<file path="config.mk">
export PLATFORM = sky130hd
export DESIGN_NAME = sweep_irq_fastlock
export DESIGN_NICKNAME = d
export VERILOG_FILES = /design/src/readback_shifter.v /design/src/sweep_irq_fastlock.v
export VERILOG_INCLUDE_DIRS = /design/src
export SDC_FILE = /design/constraint.sdc
export NUM_CORES = 1
export LEC_CHECK = 0
export ABC_AREA = 1
export BUFFER_PORTS_ARGS = -buffer_cell sky130_fd_sc_hd__buf_2
export CAP_MARGIN = 20
export CELL_PAD_IN_SITES_DETAIL_PLACEMENT = 2
export CELL_PAD_IN_SITES_GLOBAL_PLACEMENT = 2
export CORE_MARGIN = 3
export CORE_UTILIZATION = 38
export CTS_CLUSTER_DIAMETER = 150
export DETAILED_ROUTE_END_ITERATION = 8
export GPL_TIMING_DRIVEN = 0
export PLACE_DENSITY = 0.95
export SLEW_MARGIN = 15
export SYNTH_ARGS = -nofsm -noshare
export SYNTH_HDL_FRONTEND = slang
export SYNTH_SLANG_ARGS = --single-unit
</file>
<file path="constraint.sdc">
create_clock -name ref_clk -period 5.4 [get_ports ref_clk]
set_clock_uncertainty 0.2 [all_clocks]
set_input_delay 0.54 -clock ref_clk [delete_from_list [all_inputs] [get_ports ref_clk]]
set_output_delay 0.54 -clock ref_clk [all_outputs]
set_load 0.02 [all_outputs]
</file>
<file path="src/sweep_irq_map.vh">
// Purpose: Constants for sweep interrupt, readback and fast-lock control
// Assumes: Single clock domain, 20 MHz ref_clk
// Notes: Field codes as held in the device's configuration registers
`ifndef SWEEP_IRQ_MAP_VH
`define SWEEP_IRQ_MAP_VH

`define IRQ_MODE_OFF 2'h0
`define IRQ_MODE_CONTINUE 2'h1
`define IRQ_MODE_HALT 2'h3
`define CLKDIV_MODE_FASTLOCK 2'h1
`define CLKDIV_SEL_READBACK 2'h2
`define MULTIPLEXED_OUTPUT_PIN_SEL_READBACK 4'hf
`define INT_WIDTH 12
`define FRAC_WIDTH 25
`define READBACK_BITS 37
`define TIMER_WIDTH 12
`define AUXDIV_WIDTH 12
`define CP_BOOST_SHIFT 4
`define CP_WIDTH 4

`endif

</file>
<file path="src/readback_shifter.v">
// Purpose: Holds the 37-bit captured divider word and shifts it out serially
// Assumes: Serial clock is a plain input sampled on ref_clk
// Notes: Bit launched on serial clock rise, host samples on fall
`timescale 1ns/1ps
`default_nettype none
`include "sweep_irq_map.vh"

module readback_shifter #(
    parameter WORD_BITS = `READBACK_BITS
) (
    input wire ref_clk, // System clock
    input wire nrst, // Async reset, active low
    input wire capture, // Load word pulse
    input wire [WORD_BITS-1:0] word_in, // Word to capture
    input wire sclk_rise, // Serial clock rising edge pulse
    output reg sdo_q, // Serial data bit
    output reg busy_q // Word loaded, not yet fully shifted
);

reg [WORD_BITS-1:0] shreg_q;
reg [5:0] left_q;

////////////////////////////////////////////////////////////////////////
always @(posedge ref_clk or negedge nrst) begin
    if (!nrst) begin
        shreg_q <= {WORD_BITS{1'b0}};
        left_q <= 6'h00;
        sdo_q <= 1'b0;
        busy_q <= 1'b0;
    end else if (capture && !busy_q) begin
        // Word frozen until fully shifted; later captures ignored
        shreg_q <= word_in;
        left_q <= WORD_BITS[5:0];
        busy_q <= 1'b1;
    end else if (busy_q && sclk_rise) begin
        sdo_q <= shreg_q[WORD_BITS-1];
        shreg_q <= {shreg_q[WORD_BITS-2:0], 1'b0};
        left_q <= left_q - 6'h01;
        if (left_q == 6'h01) begin
            busy_q <= 1'b0;
        end
    end
end

endmodule
`default_nettype wire

</file>
<file path="src/sweep_irq_fastlock.v">
// Purpose: Sweep interrupt with divider readback, and fast-lock timer
// Assumes: All inputs synchronous to ref_clk; one clock domain
// Notes: Serial clock edges detected on ref_clk, so it must run slower
`timescale 1ns/1ps
`default_nettype none
`include "sweep_irq_map.vh"

// Function
// - A sweep interrupt fires on a rising edge of the modulation trigger, never on a falling one.
// - Interrupt mode 00 is off, 01 interrupts with the sweep running, 11 interrupts and halts the sweep.
// - On interrupt, unless the previous word is still shifting out, the integer and fractional divide values are captured for readback on the output pin.
// - The readback word is 37 bits: 12 integer bits above 25 fractional bits.
// - Each readback bit is launched on a serial clock rise and sampled by the host on the next fall.
// - With divider mode 01 the fast-lock timer value comes from the 12-bit clock divider value.
// - Wide bandwidth lasts auxiliary divide word (zero taken as one) times timer value comparison periods.
// - Fast lock does not run while a frequency ramp is being generated.
// - In wide bandwidth the charge pump current setting is multiplied by 16.
// - During fast lock the first switch goes to ground, the second to the pump output, both released after.
module sweep_irq_fastlock #(
    parameter TIMER_W = `TIMER_WIDTH,
    parameter AUX_W = `AUXDIV_WIDTH
) (
    input wire ref_clk, // 20 MHz clock
    input wire nrst, // Async reset, active low
    input wire modulation_trigger_input, // Trigger input
    input wire [1:0] irq_mode, // Interrupt mode field
    input wire [`INT_WIDTH-1:0] int_value, // Live integer divide value
    input wire [`FRAC_WIDTH-1:0] frac_value, // Live fractional divide value
    input wire [1:0] clkdiv_sel, // Clock divider select field
    input wire [3:0] multiplexed_output_pin_sel, // Output mux control field
    input wire sclk, // Serial interface clock
    input wire pfd_tick, // One pulse per comparison period
    input wire [1:0] clkdiv_mode, // Clock divider mode field
    input wire [TIMER_W-1:0] clkdiv_value, // 12-bit clock divider value
    input wire [AUX_W-1:0] auxiliary_divide_word, // Auxiliary divide word
    input wire fastlock_start, // Pulse: new frequency loaded
    input wire ramp_active, // Ramp generation running
    input wire [`CP_WIDTH-1:0] cp_setting, // Programmed pump current
    output wire multiplexed_output_pin, // Readback data out
    output reg irq_q, // Interrupt pulse
    output reg sweep_halt_q, // Sweep stopped by interrupt
    output reg readback_ready_q, // Readback word pending
    output reg wide_band_q, // Wide bandwidth active
    output reg [`CP_WIDTH+`CP_BOOST_SHIFT-1:0] cp_current_q, // Effective pump current
    output reg first_loop_switch_pin, // High: tied to ground
    output reg second_loop_switch_pin // High: tied to pump output
);

reg trig_prev_q;
reg sclk_prev_q;
reg capture_q;
reg [`READBACK_BITS-1:0] word_q;
reg [TIMER_W+AUX_W-1:0] fl_count_q;
wire trig_rise;
wire sclk_rise;
wire irq_enabled;
wire rb_busy;
wire rb_bit;
wire rb_selected;

////////////////////////////////////////////////////////////////////////
// Interrupt detect
assign trig_rise = modulation_trigger_input && !trig_prev_q;
assign irq_enabled = (irq_mode == `IRQ_MODE_CONTINUE) || (irq_mode == `IRQ_MODE_HALT);
assign sclk_rise = sclk && !sclk_prev_q;

always @(posedge ref_clk or negedge nrst) begin
    if (!nrst) begin
        trig_prev_q <= 1'b0;
        sclk_prev_q <= 1'b0;
        irq_q <= 1'b0;
        sweep_halt_q <= 1'b0;
        capture_q <= 1'b0;
        word_q <= {`READBACK_BITS{1'b0}};
    end else begin
        trig_prev_q <= modulation_trigger_input;
        sclk_prev_q <= sclk;
        irq_q <= trig_rise && irq_enabled;
        capture_q <= trig_rise && irq_enabled;
        if (trig_rise && irq_enabled) begin
            word_q <= {int_value, frac_value};
        end
        // Halt holds until mode no longer asks for it
        if (trig_rise && irq_mode == `IRQ_MODE_HALT) begin
            sweep_halt_q <= 1'b1;
        end else if (irq_mode != `IRQ_MODE_HALT) begin
            sweep_halt_q <= 1'b0;
        end
    end
end

////////////////////////////////////////////////////////////////////////
// Readback
readback_shifter #(
    .WORD_BITS(`READBACK_BITS)
) u_shift (
    .ref_clk(ref_clk),
    .nrst(nrst),
    .capture(capture_q),
    .word_in(word_q),
    .sclk_rise(sclk_rise),
    .sdo_q(rb_bit),
    .busy_q(rb_busy)
);

assign rb_selected = (clkdiv_sel == `CLKDIV_SEL_READBACK) && (multiplexed_output_pin_sel == `MULTIPLEXED_OUTPUT_PIN_SEL_READBACK);
assign multiplexed_output_pin = rb_selected ? rb_bit : 1'b0;

always @(posedge ref_clk or negedge nrst) begin
    if (!nrst) begin
        readback_ready_q <= 1'b0;
    end else begin
        readback_ready_q <= rb_busy;
    end
end

////////////////////////////////////////////////////////////////////////
// Fast-lock timer
// Product computed once at start, so mid-period writes do not stretch it
always @(posedge ref_clk or negedge nrst) begin
    if (!nrst) begin
        fl_count_q <= {(TIMER_W+AUX_W){1'b0}};
        wide_band_q <= 1'b0;
    end else if (ramp_active || clkdiv_mode != `CLKDIV_MODE_FASTLOCK) begin
        fl_count_q <= {(TIMER_W+AUX_W){1'b0}};
        wide_band_q <= 1'b0;
    end else if (fastlock_start) begin
        // Zero auxiliary word treated as one
        if (auxiliary_divide_word == {AUX_W{1'b0}}) begin
            fl_count_q <= {{AUX_W{1'b0}}, clkdiv_value};
        end else begin
            fl_count_q <= clkdiv_value * auxiliary_divide_word;
        end
        wide_band_q <= (clkdiv_value != {TIMER_W{1'b0}});
    end else if (wide_band_q && pfd_tick) begin
        fl_count_q <= fl_count_q - {{(TIMER_W+AUX_W-1){1'b0}}, 1'b1};
        if (fl_count_q == {{(TIMER_W+AUX_W-1){1'b0}}, 1'b1}) begin
            wide_band_q <= 1'b0;
        end
    end
end

always @(posedge ref_clk or negedge nrst) begin
    if (!nrst) begin
        cp_current_q <= {(`CP_WIDTH+`CP_BOOST_SHIFT){1'b0}};
        first_loop_switch_pin <= 1'b0;
        second_loop_switch_pin <= 1'b0;
    end else begin
        if (wide_band_q) begin
            cp_current_q <= {cp_setting, {`CP_BOOST_SHIFT{1'b0}}};
        end else begin
            cp_current_q <= {{`CP_BOOST_SHIFT{1'b0}}, cp_setting};
        end
        first_loop_switch_pin <= wide_band_q;
        second_loop_switch_pin <= wide_band_q;
    end
end

endmodule
`default_nettype wire

</file>
==> results.cfg, run 1 <==
[timing]
setup_violations = 11
hold_violations = 0
fin_ws_ps = -311
tightest_slew_ps = 669
drv_slew = 0
max_freq_ghz = 0.175
final.min_clock_period_ps = 5710
fin_crit_sh_pct = 106
relSlewSlack_pct = 55.4

[floorplanning]
fp.dieH_um = 176
initial_core_util_pct = 38.9
pin_count = 97
rows = 61
coreArea_um2 = 28100
die_w_um = 176
dieArea_um2 = 30800

[yosys]
synth.net_count = 1732
synth_compound_gate_area_share_pct = 6.05
synth-simple-area-share_pct = 27.4
yosysMostFrequentCell = nand2_1
synth_ff_type = dfrtp_1
avgSynthCellArea_um2 = 7.36
synth_area_leader_cell = dfrtp_1
synth_xor_area_share_pct = 1.44
ys_seq_area_share_pct = 27.7
synth_common_cells = 537 x nand2_1, 265 x inv_1, 121 x dfrtp_1, 107 x nor2_1, 100 x fa_1
async_reset_ff_share_pct = 100
syn_inst = 1484
synth_area_leaders = dfrtp_1 28%, nand2_1 18%, fa_1 18%, inv_1 9.1%, ha_1 7.6%
synth_cell_type_count = 43
synth_fa_ha_area_share_pct = 25.9
ys_warn_count = 0
synth_top_family_by_area = simple AND/OR/NAND/NOR gates
yosysTopAreaCellShare_pct = 27.7
synth_seq_cells = 121
yosys-mux-area-fraction_pct = 0
synth-edff-count = 0
syn_area_um2 = 10900

[global_routing]
grt_pass1_vias = 13408
grt_start_max_net_pins = 84
grt_antenna_before_repair = 0
grt_first_pass_wirelength_um = 85000
grtUsageTotal_pct = 37.0
grt-ovfl-total = 0

[cts]
cts-root-buf = clkbuf_16
cts_tree = yes
clockBufferDepth = 2
h-tree-depth = 4
clk-insertion-delay-late_ps = 440
cts_buffers = 17
clock-sinks = 121
clk_pin_slew_ps = 70

[drt]
drc = 0
top_layer = met4
postRouteAntennaNets = 0
vias = 11589
drt_pass1_iterations = 5
met1Wirelength_um = 21200
wl_met3_um = 3450
wl_met2_um = 29700
drt_iter0_drc = 1048
wl_um = 59700
detail_route.wl_per_cell_um = 30.0
routed_via_density = 5.84

[critical_path]
crit_path_end_kind = register
path_class = in -> reg
critPathLaunchType = primary input
crit_fanout = 10
rr_worst_depth = 10
cp_data_arrival_time_ps = 5840
worstPathRequired_ps = 5530

[run]
maxCapViolCount = 0

[placed_design]
io_buffers = 96
place_congestion = 0.914
place_hpwl_um = 37300
dp.cells = 1959

[hold_path]
min_path_cells = 1
min_path_type = in -> reg

[pwr]
vdd_drop_max_uv = 270
power_density_nw_per_um2 = 636
power_mw = 8.15
power.leakage_nw = 7.28

[layout]
drive_above_1_share_pct = 13.3
nets = 1844
diodes = 0
area_growth_pct = 17.4
stdcell_count = 1986

[status]
outcome = complete, but fails checks
failed_checks = setup timing
[per-stage QoR]
step | hold slack, ps | setup TNS, ps | setup WS, ps | instance area [µm²] | utilization [%]
finish | 45.4 | -1760 | -311 | 12800 | 45.6
detailed placement | 220 | -11020 | -1090 | 11900 | 42.4
global route | 30.0 | -2750 | -328 | 12800 | 45.6
global placement | 202 | -5210 | -595 | 11900 | 42.3
CTS | 23.0 | 0 | 16.6 | 12700 | 45.1
floorplan | 44.4 | 0 | 383 | 10900 | -
[report_power, final]
group / total [mW] / switching (mW) / internal, mW
clock network: 1.27 / 0.531 / 0.737
registers: 1.37 / 0.236 / 1.13
logic: 5.51 / 3.74 / 1.78
total: 8.15 / 4.50 / 3.65
[metal layers]
layer	vias to the layer above	global-route usage, %
met2	614	65.7
met5	-	0
met1	5960	40.1
met4	0	25.2
li1	4707	-
met3	308	6.61
[placed cells by master (no fill, tap or decap), types with 12 or more instances in the layout]
master / Yosys / routed
a21oi_1: 24 / 19
a31oi_1: 30 / 30
buf_2: 10 / 100
clkbuf_1: 41 / 17
clkbuf_16: 0 / 17
dfrtp_1: 121 / 121
fa_1: 100 / 97
ha_1: 66 / 60
inv_1: 265 / 264
nand2_1: 537 / 531
nand2_2: 6 / 12
nand3_1: 54 / 49
nor2_1: 107 / 101
o21ai_0: 33 / 32
xor2_1: 12 / 12
[worst paths after layout]
| kind | slack [ps] | start | to |
|---|---|---|---|
| worst max-delay path | -310 | clkdiv_value[8] | fl_count_q[20] |
| worst min-delay path | 50 | modulation_trigger_input | trig_prev_q |
| worst max register to register | 2800 | fl_count_q[6] | fl_count_q[9] |
| worst min register to register | 240 | wide_band_q | second_loop_switch_pin |
| max in group asynchronous | 3780 | nrst | fl_count_q[5] |
| min in group asynchronous | 400 | nrst | u_shift.left_q[3] |
[worst max-delay path: stages]
cell	delay, ps
buf_2	190
buf_8	190
nand2_1	190
fa_1	610
inv_1	100
fa_1	540
fa_2	420
fa_1	540
inv_1	150
fa_2	690
inv_1	140
ha_4	330
buf_4	120
nand2_1	110
nor2_1	230
and2_1	160
nand2_1	100
nand2_1	120
nand2_1	60
nand3_1	80
nand2_1	80
nand2_1	90
nand2_1	50
[layout make-up]
type                       count  area, µm²
buffer                        49        344
clock buffer                  17        425
clock inverter                14        185
fill                        3251      15300
inverter                     269       1010
multi-input combinational   1038       6800
sequential                   121       3030
tap                          378        473
timing repair buffer         100        554
[cells by family after synthesis]
| logic type | count (synthesis) |
|---|---|
| and+or+nand+nor | 740 |
| xor gates and xnor gates | 18 |
| buffers and inverters | 325 |
| AOI/OAI and AO/OA | 114 |
| adders and majority gates | 166 |
| DFF | 121 |
[flip-flops by register name (all words and copies together) (netlist names), 6 cells and up]
signal and count:
word_q 37, fl_count_q 24, u_shift.shreg_q 37, cp_current_q 8, u_shift.left_q 6
[repair_timing]
item | CTS | global route
pin swaps | 0 | 8
endpoints found under the setup margin | 14 | 14
gates resized for setup | 53 | 58
endpoints found under the hold margin | 38 | 0
setup buffers | 0 | 2
hold buffers | 1 | 0
Power figures use the tool's default switching activity.
==> run 2: changes to the inputs <==
--- a/config.mk
+++ b/config.mk
@@ -12,11 +12,11 @@
 export CELL_PAD_IN_SITES_DETAIL_PLACEMENT = 2
 export CELL_PAD_IN_SITES_GLOBAL_PLACEMENT = 2
 export CORE_MARGIN = 3
-export CORE_UTILIZATION = 38
+export CORE_UTILIZATION = 36
 export CTS_CLUSTER_DIAMETER = 150
 export DETAILED_ROUTE_END_ITERATION = 8
 export GPL_TIMING_DRIVEN = 0
-export PLACE_DENSITY = 0.95
+export PLACE_DENSITY = 0.94
 export SLEW_MARGIN = 15
 export SYNTH_ARGS = -nofsm -noshare
 export SYNTH_HDL_FRONTEND = slang
==> constraint.sdc (replaced) <==
create_clock -name ref_clk -period 5.9 [get_ports ref_clk]
set_clock_uncertainty 0.2 [all_clocks]
set_input_delay 0.59 -clock ref_clk [delete_from_list [all_inputs] [get_ports ref_clk]]
set_output_delay 0.59 -clock ref_clk [all_outputs]
set_load 0.02 [all_outputs]
==> results.cfg, run 2 (same netlist as run 1, synthesis figures left out) <==
[layout]
final_common_cell = nand2_1
area_growth_pct = 14.6
diodes = 0
mostFrequentLayoutCells = 537 x nand2_1, 265 x inv_1, 121 x dfrtp_1
drive_above_1_share_pct = 10.7
stdcell_count = 1993
nets = 1839
final_cell_area_um2 = 12500
reg.largest.list = u_shift.shreg_q (37), word_q (37), fl_count_q (24)

[placed_design]
dp.cells = 1971
place_congestion = 0.845
io_buffers = 96
place_area_um2 = 11900
place_hpwl_um = 35400

[drt]
drt_pass1_iterations = 5
drc = 0
postRouteAntennaNets = 0
wl_um = 51100
detail_route.wl_per_cell_um = 25.7
vias = 10992
routed_via_density = 5.52
drt_iter0_drc = 747

[timing]
tightest_slew_ps = 643
rsz0062_at_grt = false
drv_slew = 0
setup_violations = 0
max_freq_ghz = 0.171
fin_crit_sh_pct = 99.0
hold_slack_ps = 86.5
hold_violations = 0
relSlewSlack_pct = 57.1
final.min_clock_period_ps = 5840

[cts]
clock-sinks = 121
clk_pin_slew_ps = 70
cts-root-buf = clkbuf_16
cts_tree = yes
cts_buffers = 17
h-tree-depth = 4
clk-insertion-delay-late_ps = 440
clockBufferDepth = 2
cts_setup_buffers = 0

[critical_path]
rr_worst_depth = 9
crit_fanout = 10
crit_path_end_kind = register
path_class = in -> reg
cp_data_arrival_time_ps = 5930
critPathLaunchType = primary input
worstPathRequired_ps = 5990

[hold_path]
min_path_cells = 1
min_path_type = in -> reg

[floorplanning]
initial_core_util_pct = 36.6
dieArea_um2 = 32500
coreArea_um2 = 29800
pin_count = 97
die_w_um = 180
fp.dieH_um = 180
rows = 63

[global_routing]
grt_first_pass_wirelength_um = 79400
grt_pass1_vias = 13229
grt_antenna_before_repair = 0
grt-ovfl-total = 0
grtUsageTotal_pct = 31.7
grt_start_max_net_pins = 68

[pwr]
power.leakage_nw = 7.18
power_mw = 6.44
vdd_drop_max_uv = 224
power_density_nw_per_um2 = 515

[status]
outcome = completed

[run]
maxCapViolCount = 0
## run 2: routing by layer
layer | track usage [%] | wire [µm] | part of all wire, %
met1 | 34.6 | 19100 | 37
met2 | 57.6 | 26500 | 52
met3 | 5.45 | 2130 | 4.2
met4 | 18.5 | 3480 | 6.8
met5 | 0 | 0 | 0
## run 2: through the flow
| stage | setup TNS [ps] | util (%) | worst slack [ps] |
|---|---|---|---|
| 3_3_place_gp | -129 | 39.9 | -89.7 |
| 5_1_grt | 0 | 42.0 | 16.4 |
| 4_1_cts | 0 | 42.0 | 45.2 |
| 3_5_place_dp | -4730 | 40.0 | -584 |
| 6_report | 0 | 42.0 | 56.8 |
| 2_1_floorplan | 0 | - | 833 |
## run 2: final cells by class
cell class / count / area (µm²)
sequential: 121 / 3030
timing repair buffer: 98 / 524
buffer: 46 / 225
inverter: 269 / 1010
tap: 390 / 488
clock inverter: 14 / 165
fill: 3507 / 17300
clock buffer: 17 / 425
multi-input combinational: 1038 / 6640
## run 2: report_power, final
part           switching, mW  leakage (nW)  internal (mW)
clock                  0.483         0.277          0.632
combinational           2.80          5.45           1.29
sequential             0.198          1.46           1.03
## run 2: worst paths after layout
| check | from | to | slack (ps) |
|---|---|---|---|
| max | clkdiv_value[0] | fl_count_q[13] | 60 |
| min | sclk | sclk_prev_q | 90 |
| max reg2reg | fl_count_q[0] | fl_count_q[6] | 3650 |
| min reg2reg | wide_band_q | second_loop_switch_pin | 260 |
| max in group asynchronous | nrst | cp_current_q[6] | 4230 |
| min in group asynchronous | nrst | u_shift.left_q[4] | 480 |
## run 2: worst max-delay path, cell delays in order
cell and delay (ps):
buf_2 170, clkbuf_1 500, nand2_1 220, fa_1 420
fa_1 390, inv_1 90, fa_1 450, fa_1 600
inv_1 70, fa_1 490, inv_1 60, ha_1 380
nand2_1 140, nand2_1 150, a21oi_2 230, nand3_1 240
or2_2 370, nand3_1 100, nand2_1 70, nand2_1 60
o21ai_0 120
## run 2: timing repair
item	in CTS	in global routing
hold endpoints to repair	54	0
resized for setup	12	4
endpoints found under the setup margin	12	10
hold buffers	1	0
